### config.mk
export PLATFORM = sky130hd
export DESIGN_NAME = pls_regs
export DESIGN_NICKNAME = d
export VERILOG_FILES = /design/src/design/pls_pkg.sv /design/src/design/pls_apb_decode.sv /design/src/design/pls_wake_fwd.sv /design/src/design/pls_regs.sv
export SDC_FILE = /design/constraint.sdc
export NUM_CORES = 1
export LEC_CHECK = 0
export BUFFER_PORTS_ARGS = -buffer_cell sky130_fd_sc_hd__buf_2
export CAP_MARGIN = 15
export CORE_MARGIN = 4
export CORE_UTILIZATION = 25
export DETAILED_ROUTE_END_ITERATION = 8
export GPL_TIMING_DRIVEN = 1
export PLACE_DENSITY = 0.49
export REMOVE_ABC_BUFFERS = 1
export SLEW_MARGIN = 5
export SYNTH_ARGS = -nofsm -noshare
export SYNTH_HDL_FRONTEND = slang
export SYNTH_SLANG_ARGS = --single-unit
### constraint.sdc
create_clock -name mclk_i -period 1.8 [get_ports mclk_i]
set_clock_uncertainty 0.1 [all_clocks]
set_input_delay 0 -clock mclk_i [delete_from_list [all_inputs] [get_ports mclk_i]]
set_output_delay 0 -clock mclk_i [all_outputs]
set_load 0.02 [all_outputs]
### src/design/pls_pkg.sv
// Shared constants and types for the link status 2 and power management register bank
package pls_pkg;

    ////////////////////////////////////////////////////////////////////////////
    // Register indices; the byte address of each register is four times its index
    localparam int unsigned ADDR_W = 12;
    localparam logic [ADDR_W-1:0] IDX_LINK_STATUS_TWO = 12'h072;
    localparam logic [ADDR_W-1:0] IDX_SLOT_CAPABILITIES_TWO = 12'h074;
    localparam logic [ADDR_W-1:0] IDX_SLOT_CONTROL_TWO = 12'h078;
    localparam logic [ADDR_W-1:0] IDX_SLOT_STATUS_TWO = 12'h07a;
    localparam logic [ADDR_W-1:0] IDX_POWER_MGMT_CAPABILITY = 12'h0c0;
    localparam logic [ADDR_W-1:0] IDX_LOCK_CONTROL = 12'h0f0;
    localparam logic [ADDR_W-1:0] IDX_WAKE_FWD_COUNT = 12'h0f1;

    ////////////////////////////////////////////////////////////////////////////
    // Field positions and fixed or reset values
    localparam int unsigned DEEMPH_BIT = 0;
    localparam logic DEEMPH_RST = 1'b0;
    localparam int unsigned CAP_ID_LSB = 0;
    localparam logic [7:0] CAP_ID_VAL = 8'h01;
    localparam int unsigned NEXT_PTR_LSB = 8;
    localparam logic [7:0] NEXT_PTR_RST = 8'hd0;
    localparam int unsigned PM_VERSION_LSB = 16;
    localparam logic [2:0] PM_VERSION_VAL = 3'h3;
    localparam int unsigned WAKE_CLK_BIT = 19;
    localparam int unsigned PM_CAP_RSVD_BIT = 20;
    localparam int unsigned INIT_FLAG_BIT = 21;
    localparam logic INIT_FLAG_RST = 1'b0;
    localparam int unsigned AUX_CUR_LSB = 22;
    localparam logic [2:0] AUX_CUR_VAL = 3'h0;
    localparam int unsigned LIGHT_SLEEP_BIT = 25;
    localparam int unsigned DEEP_SLEEP_BIT = 26;
    localparam int unsigned WAKE_SUP_LSB = 27;
    localparam logic [4:0] WAKE_SUP_RST = 5'h19;
    // Cold state never forwards, whatever is advertised
    localparam logic [4:0] WAKE_COLD_MASK = 5'h10;
    localparam int unsigned LOCK_EN_BIT = 0;
    localparam logic LOCK_EN_RST = 1'b0;
    localparam int unsigned WAKE_CNT_W = 16;
    localparam logic [WAKE_CNT_W-1:0] WAKE_CNT_RST = 16'h0000;

    ////////////////////////////////////////////////////////////////////////////
    // Port power states, one code per bit of the wake support field
    typedef enum logic [2:0] {
        PLS_D0 = 3'b000,
        PLS_D1 = 3'b001,
        PLS_D2 = 3'b010,
        PLS_D3_HOT = 3'b011,
        PLS_D3_COLD = 3'b100
    } pls_pstate_t;

    function automatic logic [ADDR_W-1:0] byte_addr(input logic [ADDR_W-1:0] idx);
        return {idx[ADDR_W-3:0], 2'b00};
    endfunction

endpackage

### src/design/pls_apb_decode.sv
// Address decoder for the register bank
`timescale 1ns/1ns
module pls_apb_decode (
    input wire logic [pls_pkg::ADDR_W-1:0] paddr_i,
    output logic hit_lsts2_o,
    output logic hit_scap2_o,
    output logic hit_sctl2_o,
    output logic hit_ssts2_o,
    output logic hit_pm_cap_o,
    output logic hit_lock_o,
    output logic hit_cnt_o,
    output logic hit_any_o
);
    import pls_pkg::*;

    // Exact word match; misaligned addresses hit nothing
    function automatic logic match(input logic [ADDR_W-1:0] a, input logic [ADDR_W-1:0] idx);
        return a == byte_addr(idx);
    endfunction

    assign hit_lsts2_o = match(paddr_i, IDX_LINK_STATUS_TWO);
    assign hit_scap2_o = match(paddr_i, IDX_SLOT_CAPABILITIES_TWO);
    assign hit_sctl2_o = match(paddr_i, IDX_SLOT_CONTROL_TWO);
    assign hit_ssts2_o = match(paddr_i, IDX_SLOT_STATUS_TWO);
    assign hit_pm_cap_o = match(paddr_i, IDX_POWER_MGMT_CAPABILITY);
    assign hit_lock_o = match(paddr_i, IDX_LOCK_CONTROL);
    assign hit_cnt_o = match(paddr_i, IDX_WAKE_FWD_COUNT);
    assign hit_any_o = hit_lsts2_o | hit_scap2_o | hit_sctl2_o | hit_ssts2_o
        | hit_pm_cap_o | hit_lock_o | hit_cnt_o;

endmodule

### src/design/pls_wake_fwd.sv
// Wake-event message forwarding gate driven by the port power state
`timescale 1ns/1ns
module pls_wake_fwd (
    input wire logic mclk_i,
    input wire logic rst_n_i,
    input wire pls_pkg::pls_pstate_t power_state_i,
    input wire logic wake_msg_i,
    output logic wake_fwd_o
);
    import pls_pkg::*;

    logic fwd_q;
    logic fwd_d;
    logic [4:0] fwd_mask;
    logic state_ok;

    // The advertised copy never reaches this gate
    // [RL14] [RL15] default set, cold masked
    assign fwd_mask = WAKE_SUP_RST & ~WAKE_COLD_MASK;
    assign state_ok = (power_state_i <= PLS_D3_COLD) ? fwd_mask[power_state_i] : 1'b0;
    assign fwd_d = wake_msg_i & state_ok;

    always_ff @(posedge mclk_i or negedge rst_n_i) begin
        if (!rst_n_i) begin
            fwd_q <= 1'b0;
        end else begin
            fwd_q <= fwd_d;
        end
    end

    assign wake_fwd_o = fwd_q;

endmodule

### src/design/pls_regs.sv
// APB register bank: link status 2, slot 2 registers and power management capability header
//
// What this block does
// [RL1] At 5.0 Gbps, bit 0 of link status two shows the active de-emphasis.
// [RL2] Software ignores the de-emphasis bit at the lower signalling rate.
// [RL3] Link status two bits 15 to 1 read as zero.
// [RL4] Slot capabilities two is all reserved and reads zero.
// [RL5] Slot control two and slot status two are reserved, read zero.
// [RL6] Capability identifier byte reads constant 0x1.
// [RL7] Next capability pointer in bits 15:8, writable only when locked writes allowed.
// [RL8] Power management version field reads constant 0x3.
// [RL9] Wake event clock flag always reads zero.
// [RL10] Device specific init flag resets to zero, changes only by locked write.
// [RL11] Auxiliary current field always reads zero.
// [RL12] Light and deep sleep support bits both read zero.
// [RL13] Wake state support field resets to 0b11001.
// [RL14] Wake-event messages are never forwarded in the cold unpowered state.
// [RL15] Writing wake state support changes only the advertised value.
// [RL16] Power management capability bit 20 is reserved and reads zero.
// [RL17] Writes to read-only or reserved bits are ignored.
`timescale 1ns/1ns
module pls_regs #(
    parameter logic [7:0] NEXT_PTR_RST_P = pls_pkg::NEXT_PTR_RST
) (
    input wire logic mclk_i,
    input wire logic rst_n_i,
    input wire logic psel_i,
    input wire logic penable_i,
    input wire logic pwrite_i,
    input wire logic [pls_pkg::ADDR_W-1:0] paddr_i,
    input wire logic [31:0] pwdata_i,
    input wire logic [3:0] pstrb_i,
    output logic [31:0] prdata_o,
    output logic pready_o,
    output logic pslverr_o,
    input wire logic link_speed_5g_i,
    input wire logic deemph_level_i,
    input wire pls_pkg::pls_pstate_t power_state_i,
    input wire logic wake_msg_i,
    output logic wake_fwd_o,
    output logic [4:0] wake_state_support_o
);
    import pls_pkg::*;

    ////////////////////////////////////////////////////////////////////////////
    // Declarations
    logic hit_lsts2;
    logic hit_scap2;
    logic hit_sctl2;
    logic hit_ssts2;
    logic hit_pm_cap;
    logic hit_lock;
    logic hit_cnt;
    logic hit_any;
    logic setup_ph;
    logic wr_acc;
    logic lock_wr;
    logic deemph_q;
    logic [7:0] next_ptr_q;
    logic init_flag_q;
    logic [4:0] wake_adv_q;
    logic lock_en_q;
    logic [WAKE_CNT_W-1:0] wake_cnt_q;
    logic [WAKE_CNT_W-1:0] wake_cnt_d;
    logic [31:0] prdata_q;
    logic pslverr_q;
    logic [31:0] lsts2_word;
    logic [31:0] pm_cap_word;
    logic [31:0] lock_word;
    logic [31:0] cnt_word;
    logic [31:0] rd_word;
    logic cnt_clr;

    ////////////////////////////////////////////////////////////////////////////
    // Address decode and bus phases
    pls_apb_decode u_decode (
        .paddr_i(paddr_i),
        .hit_lsts2_o(hit_lsts2),
        .hit_scap2_o(hit_scap2),
        .hit_sctl2_o(hit_sctl2),
        .hit_ssts2_o(hit_ssts2),
        .hit_pm_cap_o(hit_pm_cap),
        .hit_lock_o(hit_lock),
        .hit_cnt_o(hit_cnt),
        .hit_any_o(hit_any)
    );

    assign setup_ph = psel_i & ~penable_i;
    assign wr_acc = psel_i & penable_i & pwrite_i;
    // [RL7] locked write gate
    assign lock_wr = wr_acc & hit_pm_cap & lock_en_q;

    ////////////////////////////////////////////////////////////////////////////
    // De-emphasis report
    // [RL1] follow the PHY at 5.0 Gbps
    // At the low rate the bit holds its last value; software must not trust it
    always_ff @(posedge mclk_i or negedge rst_n_i) begin
        if (!rst_n_i) begin
            deemph_q <= DEEMPH_RST;
        end else if (link_speed_5g_i) begin
            deemph_q <= deemph_level_i;
        end
    end

    ////////////////////////////////////////////////////////////////////////////
    // Locked-write fields of the capability header
    // [RL7] next pointer update
    always_ff @(posedge mclk_i or negedge rst_n_i) begin
        if (!rst_n_i) begin
            next_ptr_q <= NEXT_PTR_RST_P;
        end else if (lock_wr && pstrb_i[1]) begin
            next_ptr_q <= pwdata_i[NEXT_PTR_LSB +: 8];
        end
    end

    // [RL10] init flag reset and locked update
    always_ff @(posedge mclk_i or negedge rst_n_i) begin
        if (!rst_n_i) begin
            init_flag_q <= INIT_FLAG_RST;
        end else if (lock_wr && pstrb_i[2]) begin
            init_flag_q <= pwdata_i[INIT_FLAG_BIT];
        end
    end

    // [RL13] advertised wake states
    // [RL15] advertised copy only
    always_ff @(posedge mclk_i or negedge rst_n_i) begin
        if (!rst_n_i) begin
            wake_adv_q <= WAKE_SUP_RST;
        end else if (lock_wr && pstrb_i[3]) begin
            wake_adv_q <= pwdata_i[WAKE_SUP_LSB +: 5];
        end
    end

    assign wake_state_support_o = wake_adv_q;

    ////////////////////////////////////////////////////////////////////////////
    // Lock control register
    always_ff @(posedge mclk_i or negedge rst_n_i) begin
        if (!rst_n_i) begin
            lock_en_q <= LOCK_EN_RST;
        end else if (wr_acc && hit_lock && pstrb_i[0]) begin
            lock_en_q <= pwdata_i[LOCK_EN_BIT];
        end
    end

    ////////////////////////////////////////////////////////////////////////////
    // Wake forwarding and its event counter
    // [RL14] cold state gate
    pls_wake_fwd u_wake (
        .mclk_i(mclk_i),
        .rst_n_i(rst_n_i),
        .power_state_i(power_state_i),
        .wake_msg_i(wake_msg_i),
        .wake_fwd_o(wake_fwd_o)
    );

    // A forward in the clearing cycle is counted, so no event is lost
    assign cnt_clr = wr_acc & hit_cnt & pstrb_i[0];
    assign wake_cnt_d = (cnt_clr ? WAKE_CNT_RST : wake_cnt_q)
        + {{(WAKE_CNT_W-1){1'b0}}, wake_fwd_o};

    always_ff @(posedge mclk_i or negedge rst_n_i) begin
        if (!rst_n_i) begin
            wake_cnt_q <= WAKE_CNT_RST;
        end else begin
            wake_cnt_q <= wake_cnt_d;
        end
    end

    ////////////////////////////////////////////////////////////////////////////
    // Read words
    // [RL3] only bit 0 is live
    assign lsts2_word = {31'h0000_0000, deemph_q};

    // [RL6] [RL8] [RL9] [RL11] [RL12] [RL16] fixed header fields
    // [RL17] constants, no write path
    assign pm_cap_word = {wake_adv_q, 1'b0, 1'b0, AUX_CUR_VAL, init_flag_q, 1'b0, 1'b0,
        PM_VERSION_VAL, next_ptr_q, CAP_ID_VAL};
    assign lock_word = {31'h0000_0000, lock_en_q};
    assign cnt_word = {{(32-WAKE_CNT_W){1'b0}}, wake_cnt_q};

    // [RL4] [RL5] reserved slot registers fall through to zero
    assign rd_word = hit_lsts2 ? lsts2_word :
        hit_pm_cap ? pm_cap_word :
        hit_lock ? lock_word :
        hit_cnt ? cnt_word : 32'h0000_0000;

    ////////////////////////////////////////////////////////////////////////////
    // APB answer: read data and error latched in the setup cycle, no wait states
    always_ff @(posedge mclk_i or negedge rst_n_i) begin
        if (!rst_n_i) begin
            prdata_q <= 32'h0000_0000;
            pslverr_q <= 1'b0;
        end else if (setup_ph) begin
            prdata_q <= pwrite_i ? 32'h0000_0000 : rd_word;
            pslverr_q <= ~hit_any;
        end
    end

    assign prdata_o = prdata_q;
    assign pready_o = psel_i & penable_i;
    assign pslverr_o = pslverr_q & psel_i & penable_i;
endmodule

==> results of run 1 <==
-- repair_timing --
action                                  4_1_cts  5_1_grt
setup buffers                                 0        1
hold buffers                                 24        0
endpoints found under the setup margin        0        3
hold endpoints to repair                     43        0
gates resized for setup                       0        3
-- flip-flops by register name, indices dropped and copies added, names as in the netlist --
| register | count |
|---|---|
| pslverr_q | 1 |
| wake_cnt_q | 16 |
| wake_state_support_o | 5 |
| deemph_q | 1 |
| prdata_o | 23 |
| u_wake.wake_fwd_o | 1 |
| next_ptr_q | 8 |
| init_flag_q | 1 |
| lock_en_q | 1 |
-- cells by family after synthesis --
family          share of synthesized area, %
mux                                    8.980
flops                                  53.88
xor+xnor                               5.265
other cells                           0.1409
simple gates                           16.97
buf+inv                                3.855
fa+ha+maj                             0.9401
compound gates                         9.967
-- metrics by stage --
step	setup WS, ns	cell area (sq um)
after global routing	-0.03080	3801
after global placement	-0.07003	3358
final	0.01227	3801
after CTS	0.04886	3777
after detailed placement	-0.07832	3358
after floorplan	-0.4720	2592
-- Yosys cell counts, drive strengths merged, types with 2 or more instances --
library cell and number:
nand2 22, nor3b 3, a22oi 8, nor4 2, inv 2, and4 2
nor2 20, nand3 5, and2 3, o21ai 11, nor3 4, clkbuf 3
and3 6, a22o 13, dfstp 6, mux2 16, nand4 9, dfrtp 51
xnor2 4, buf 11, ha 2, xor2 12, o211ai 2
-- power by group through the flow --
stage / clock network (mW) / registers (mW) / logic, mW
6_report: 1.08 / 1.41 / 0.327
3_5_place_dp: 0 / 1.43 / 0.280
3_3_place_gp: 0 / 1.43 / 0.278
5_1_grt: 1.18 / 1.42 / 0.363
4_1_cts: 1.12 / 1.41 / 0.324
2_1_floorplan: 0 / 1.41 / 0.127
-- routing by layer --
metal  wire length [microns]  up-vias  GRT usage, %
met3                     409        9         4.039
li1                        -     1058             -
met4                      77        0         3.650
met2                    3166       68         18.30
met1                    3185     1010         14.90
met5                       0        -             0
-- worst register-to-register path: cells and delay by family, from the launching register on --
kind          cells  cell delay [ns]
simple gates      2             0.24
mux               1             0.33
buf+inv           1             0.56
flops             1             0.40
-- area by class of cell --
type | instances | area share, %
sequential | 57 | 37.72
timing repair buffer | 127 | 22.19
multi-input combinational | 161 | 30.71
clock inverter | 6 | 1.086
tap | 136 | 4.477
inverter | 2 | 0.1975
clock buffer | 10 | 3.621
-- path summary, 6_finish.rpt --
path / start / endpoint / cells after the start
worst max-delay path: paddr_i[1] / init_flag_q / 8
worst min-delay path: penable_i / prdata_o[0] / 5
worst max register to register: lock_en_q / init_flag_q / 4
worst min register to register: prdata_o[11] / prdata_o[11] / 2
max in group asynchronous: rst_n_i / wake_cnt_q[15] / 3
min in group asynchronous: rst_n_i / next_ptr_q[0] / 2
==> impl_metrics.yaml, run 1 <==
critical_path:
  cp_top_family: "buffers and inverters"
  worst-path-buf-inv: 4
  critPathLaunchType: "primary input"
  slowest_delay_ns: 0.56
  crit_top_cell: "buf_4"
  path_cells: "buf_2, buf_4, nor4_4, and4_1, buf_4, nand3_1, mux2_2, dlygate4sd3_1"
  worst_ep_arrival_time_ns: 1.91
  crit_path_max_fanout: 9
  critPathCaptureType: "flop"
  timing.reg2reg.setup_slack_ns: 0.06
  cpMaxStageDelayCell: "dlygate4sd3_1"
  path_class: "in2reg"
  crit_required_ns: 1.92
synth:
  avgSynthCellArea_sq_um: 11.72
  synthFlopType: "dfrtp_1"
  synth_edf_count: 0
  ys_seq_area_share_pct: 53.88
  ys_seq_elements: 57
  ys_types: 42
  yosys.area.top_type: "dfrtp_1"
  ys_warn_count: 0
  syn_inst: 227
  synth_top_area_share_pct: 47.95
  async_flop_share_pct: 100.0
  synth.area.top_cells: "dfrtp_1 48%, mux2_4 7.3%, dfstp_2 5.9%, a22o_1 4.3%, xor2_1 3.9%"
  syn_area_sq_mm: 0.002661
sta:
  fin_hold_ws_ns: 0.05111
  setup_viol: 0
  maxSlewViolCount: 0
  tns_ns: 0
  period_share_pct: 99.32
  period_needed_ns: 1.788
  worst_slew_margin_rel_pct: 55.89
  fmax_mhz: 559.4
  tightest_slew_ns: 0.6617
  hold_violations: 0
clock_tree:
  clkSinkCount: 57
  cts-root-buf: "clkbuf_8"
  cts-htree-levels: 3
  clock_latency_ns: 0.34
  cts_buffers: 9
  cts_tree: "done"
  ctsLongestPathBuffers: 2
  clk_pin_slew_ns: 0.07
global_routing:
  grt_usage_pct: 11.59
  grt_max_degree: 28
  grt_pass1_vias: 2346
  grt_overflow_total: 0
  grt_pass1_wl_microns: 11670
  antenna_found_initial: 0
power:
  ir_drop_mv: 0.3207
  power.leakage_nw: 1.934
  netSwitchingPower_mw: 0.7776
  power_density_mw_per_mm2: 740.9
  seqPwrFrac_pct: 50.2
  p_sw_share_pct: 27.61
  total_power_mw: 2.816
  pwr-share-clk_pct: 38.2
  p_int_mw: 2.039
  pwr-share-comb_pct: 11.6
cells_and_area:
  final_common_cell: "buf_2"
  final_util_pct: 36.82
  multi_input_area_sq_mm: 0.001167
  area_growth_pct: 42.83
  final_cell_mix: "73 x buf_2, 51 x dfrtp_1, 29 x buf_4"
  drive_above_1_share_pct: 41.32
  regArea_sq_mm: 0.001434
  nets: 419
  diodes: 0
  stdcell_count: 499
  fillers: 1033
route:
  finalWirelength_microns: 6838
  vias_per_cell: 4.299
  final_antenna_net_count: 0
  routedWlPerCell_microns: 13.70
  vias: 2145
  first_pass_iters: 4
  drt_iter0_drc: 101
  drcViolationCount: 0
hold_path:
  hold_class: "in2reg"
place:
  hpwl_microns: 4927
  portBuffers: 73
  dp_cells: 458
  gp_congestion: 0.7749
floorplanning:
  ios: 99
  fp.dieH_microns: 111.2
  coreArea_sq_mm: 0.01032
  dieArea_sq_mm: 0.01236
  initial_core_util_pct: 25.78
  rows: 37
  die_w_microns: 111.2
status:
  status: "finished, final reports clean"
run:
  cap_violations: 0
Power figures use the tool's default switching activity.
==> inputs of run 2 (changes only) <==
==> constraint.sdc (replaced) <==
create_clock -name mclk_i -period 1.8 [get_ports mclk_i]
set_clock_uncertainty 0.1 [all_clocks]
set_input_delay 0.36 -clock mclk_i [delete_from_list [all_inputs] [get_ports mclk_i]]
set_output_delay 0.36 -clock mclk_i [all_outputs]
set_load 0.02 [all_outputs]
==> run 2 against run 1 <==
  * Critical path depth increased by 3
  * Count of clock-buffer cells in the layout increased by 4
  * Critical endpoint is now wake_cnt_q[13]
  * Routed wire length decreased by 1.4%
  * Core utilization decreased by 0.65 points
  * Non-clock buffer count decreased by 17
  * Largest cell class unchanged
  * Largest power group unchanged
  * Design area decreased by 1.8%
==> impl_metrics.yaml, run 2 (synthesis gave the netlist of run 1 again) <==
status:
  status: "finished, final reports clean"
cells_and_area:
  largest_reg_flops: 23
  area_growth_pct: 40.29
  final_cell_mix: "71 x buf_2, 51 x dfrtp_1, 34 x buf_4"
  finalInstanceArea_sq_mm: 0.003734
  fillers: 1033
  final_common_cell: "buf_2"
  nets: 402
  final_util_pct: 36.17
  drive_above_1_share_pct: 47.40
  diodes: 0
  stdcell_count: 482
sta:
  fmax_mhz: 564.0
  tightest_slew_ns: 0.5852
  period_needed_ns: 1.773
  hold_violations: 0
  setup_viol: 0
  period_share_pct: 98.51
  fin_hold_ws_ns: 0.09420
  worst_slew_margin_rel_pct: 60.84
  maxSlewViolCount: 0
  rsz0062_at_grt: "true"
floorplanning:
  rows: 37
  die_w_microns: 111.2
  coreArea_sq_mm: 0.01032
  ios: 99
  initial_core_util_pct: 25.78
  dieArea_sq_mm: 0.01236
  fp.dieH_microns: 111.2
clock_tree:
  cts-root-buf: "clkbuf_8"
  ctsLongestPathBuffers: 2
  clock_latency_ns: 0.33
  cts_tree: "done"
  cts-htree-levels: 3
  cts_buffers: 9
  clk_pin_slew_ns: 0.06
  clkSinkCount: 57
power:
  power.leakage_nw: 1.907
  total_power_mw: 3.087
  power_density_mw_per_mm2: 826.8
  ir_drop_mv: 0.2980
route:
  finalWirelength_microns: 6743
  final_antenna_net_count: 0
  first_pass_iters: 6
  drt_iter0_drc: 131
  routedWlPerCell_microns: 13.99
  vias_per_cell: 4.355
  drcViolationCount: 0
  vias: 2099
critical_path:
  worst_ep_arrival_time_ns: 1.89
  critPathCaptureType: "flop"
  cpMaxStageDelayCell: "nor4_4"
  worst-path-buf-inv: 1
  slowest_delay_ns: 0.24
  cp_top_family: "simple AND/OR/NAND/NOR gates"
  rr_worst_depth: 7
  cp.depth: 11
  crit_path_max_fanout: 4
  path_cells: "buf_8, nor4_4, nand4_1, nor2_2, nor2b_2, ha_2, and4_4, nand2_4, and3b_1, xnor2_1, nor2_1"
  critPathLaunchType: "primary input"
  timing.reg2reg.setup_slack_ns: 0.17
  crit_required_ns: 1.91
  path_class: "in2reg"
place:
  gp_congestion: 0.7913
  dpl_cell_area_sq_mm: 0.003381
  dp_cells: 461
  hpwl_microns: 4891
  portBuffers: 73
global_routing:
  grt_max_degree: 46
  grt_overflow_total: 0
  grt_usage_pct: 11.24
  antenna_found_initial: 0
  grt_pass1_wl_microns: 11410
  grt_pass1_vias: 2271
hold_path:
  hold_class: "in2reg"
  holdPathStages: 2
run:
  cap_violations: 0
[run 2: changes by cell type in the layout (fill, tap and decap cells not counted), moves of 3 or more]
cell | before | now
buf_4 | 29 | 34
clkinvlp_4 | 3 | 0
clkbuf_1 | 0 | 3
dlygate4sd3_1 | 24 | 1
[run 2: layout make-up]
type / instances / area (sq um) / area share (%)
flip-flops and latches: 57 / 1434 / 38.40
repair buffers: 110 / 678.2 / 18.16
clock buffers: 14 / 162.7 / 4.357
multi-input cells: 161 / 1221 / 32.71
well taps: 136 / 170.2 / 4.558
clock inverters: 2 / 60.06 / 1.609
inverters: 2 / 7.507 / 0.2011
[run 2: where the power goes]
group,total [mW],switching (mW),internal (mW)
clock,1.35,0.497,0.858
combinational,0.315,0.166,0.149
sequential,1.42,0.0775,1.34
total,3.09,0.741,2.35
[run 2: repair_timing]
action / in CTS / in global routing
endpoints found under the hold margin: 11 / 0
cloned: 0 / 0
pin swaps: 8 / 10
gates resized for setup: 6 / 16
buffers inserted: 3 / 3
setup endpoints to repair: 8 / 12
hold buffers: 1 / 0
[run 2: layer usage]
layer,vias to the layer above,wire length [microns],global-route usage (%)
li1,1030,-,-
met1,1003,3194,15.09
met2,62,3118,17.93
met3,4,398,3.221
met4,0,31,2.676
met5,-,0,0
[run 2: through the flow]
| step | worst slack [ns] | TNS (ns) |
|---|---|---|
| after floorplan | -0.8320 | -9.290 |
| after global placement | -0.4461 | -7.404 |
| after detailed placement | -0.4591 | -7.543 |
| after CTS | -0.01330 | -0.02600 |
| after global routing | -0.1105 | -0.4685 |
| final | 0.02683 | 0 |
[run 2: worst paths after layout]
kind / start / to
max: paddr_i[1] / wake_cnt_q[13]
min reg2reg: prdata_o[12] / prdata_o[12]
min: power_state_i[2] / u_wake.wake_fwd_o
min in group asynchronous: rst_n_i / prdata_o[31]
max in group asynchronous: rst_n_i / next_ptr_q[6]
max reg2reg: wake_cnt_q[0] / wake_cnt_q[12]
==> inputs of run 3 (changes only) <==
--- a/config.mk
+++ b/config.mk
@@ -9,6 +9,7 @@
 export CAP_MARGIN = 15
 export CORE_MARGIN = 4
 export CORE_UTILIZATION = 25
+export CTS_BUF_LIST = sky130_fd_sc_hd__clkbuf_16
 export DETAILED_ROUTE_END_ITERATION = 8
 export GPL_TIMING_DRIVEN = 1
 export PLACE_DENSITY = 0.49
==> run 3 against run 2 <==
  * The run now ends with setup timing left
  * Combinational power rose by 3%
  * Non-clock buffer count increased by 1
  * Flip-flop and latch count unchanged
  * Core utilization is 1.1 points higher
==> impl_metrics.yaml, run 3 (synthesis gave the netlist of run 1 again) <==
place:
  dpl_cell_area_sq_mm: 0.003381
  preCtsSetupSlack_ns: -0.4591
  portBuffers: 73
  hpwl_microns: 4891
  gp_congestion: 0.7913
floorplanning:
  ios: 99
  coreArea_sq_mm: 0.01032
  die_w_microns: 111.2
  fp.dieH_microns: 111.2
  rows: 37
  initial_core_util_pct: 25.78
  dieArea_sq_mm: 0.01236
cells_and_area:
  largest_reg_flops: 23
  area_growth_pct: 44.57
  multi_input_area_sq_mm: 0.001227
  drive_above_1_share_pct: 47.55
  regArea_sq_mm: 0.001434
  diodes: 0
  nets: 403
  fillers: 1016
  final_util_pct: 37.27
  finalInstanceArea_sq_mm: 0.003847
  final_common_cell: "buf_2"
  final_cell_mix: "68 x buf_2, 51 x dfrtp_1, 35 x buf_4"
clock_tree:
  clock_latency_ns: 0.32
  cts_buffers: 9
  cts_tree: "done"
  clkSinkCount: 57
  ctsLongestPathBuffers: 2
  cts-root-buf: "clkbuf_16"
  cts-htree-levels: 3
  clk_pin_slew_ns: 0.05
route:
  finalWirelength_microns: 6949
  drcViolationCount: 0
  vias_per_cell: 4.408
  first_pass_iters: 4
  final_antenna_net_count: 0
  routedWlPerCell_microns: 14.39
  drt_iter0_drc: 125
  vias: 2129
global_routing:
  grt_overflow_total: 0
  antenna_found_initial: 0
  grt_pass1_vias: 2285
  grt_usage_pct: 11.55
  grt_pass1_wl_microns: 11600
  grt_max_degree: 46
critical_path:
  cpMaxStageDelayCell: "nor4_4"
  path_class: "in2reg"
  cp_top_family: "simple AND/OR/NAND/NOR gates"
  critPathCaptureType: "flop"
  crit_required_ns: 1.90
  path_cells: "buf_8, nor4_4, nand4_1, nor2_2, nor2b_2, ha_2, and4_4, nand2_4, and3b_1, xnor2_1, nor2_1"
  critPathLaunchType: "primary input"
  slowest_delay_ns: 0.25
  critPathLaunch: "paddr_i[1]"
  crit_path_max_fanout: 4
  worst-path-buf-inv: 1
  worst_ep_arrival_time_ns: 1.91
  r2r_start: "wake_cnt_q[0]"
sta:
  fmax_mhz: 553.7
  hold_violations: 0
  setup_viol: 1
  worst_slew_margin_rel_pct: 60.67
  rsz0062_at_grt: "true"
  maxSlewViolCount: 0
  setup_ws_ns: -0.006108
  tightest_slew_ns: 0.5877
  period_share_pct: 100.3
  period_needed_ns: 1.806
  tns_ns: -0.006108
run:
  cap_violations: 0
status:
  violations: "setup timing"
  status: "finished, violations left"
power:
  power_density_mw_per_mm2: 904.5
  power.leakage_nw: 1.968
  ir_drop_mv: 0.4368
  total_power_mw: 3.480
hold_path:
  min-delay-start: "power_state_i[2]"
  hold_class: "in2reg"
==> run 3: cell count changes in the layout (fill, tap and decap cells not counted), sizes merged <==
cell	delta
inv	+3
clkinv	+2
clkbuf	-5
buf	+1
==> run 3: path summary, 6_finish.rpt <==
path | endpoint | cells after the start | slack, ns
min in group asynchronous | prdata_o[21] | 2 | 0.37
worst min register to register | prdata_o[12] | 2 | 0.37
max in group asynchronous | next_ptr_q[6] | 3 | 0.63
worst min-delay path | u_wake.wake_fwd_o | 2 | 0.10
worst max-delay path | wake_cnt_q[13] | 11 | -0.006
worst max register to register | wake_cnt_q[14] | 7 | 0.11
==> run 3: cell type report <==
cell class | instances | area share, %
sequential | 57 | 37.27
timing repair buffer | 111 | 18.31
tap | 136 | 4.423
multi-input combinational | 161 | 31.90
clock inverter | 7 | 2.049
clock buffer | 9 | 5.854
inverter | 2 | 0.1951
==> run 3: metrics by stage <==
step / cells / hold WS, ns
floorplan: 220 / -0.03559
global placement: 461 / 0.1680
detailed placement: 461 / 0.1724
CTS: 481 / 0.09304
global route: 483 / 0.08965
finish: 483 / 0.1007
==> run 3: report_power, final <==
group | total (mW) | switching [mW] | internal (mW)
Combinational | 0.325 | 0.171 | 0.154
Sequential | 1.42 | 0.0753 | 1.34
Clock | 1.74 | 0.554 | 1.18
Total | 3.48 | 0.800 | 2.68
==> run 3: metal layers <==
metal  routed length [microns]  share of wire, %  GRT usage [%]
met1                      3205                46          15.23
met4                       118               1.7          3.893
met2                      3221                46          18.38
met5                         0                 0              0
met3                       404               5.8          3.057
==> run 3: worst register-to-register path: cells and delay by family, from the launching register on <==
kind                     cells  cell delay, ns
adder cells (fa/ha/maj)      1            0.22
XOR/XNOR                     1            0.17
AND/OR/NAND/NOR              5            0.74
flip-flops                   1            0.35
==> run 3: repair_timing <==
item	in CTS	in global routing
gates resized for setup	11	15
pin swaps	13	19
cloned	0	0
setup buffers	4	3
hold buffers	1	0
endpoints found under the setup margin	8	10
endpoints found under the hold margin	11	0
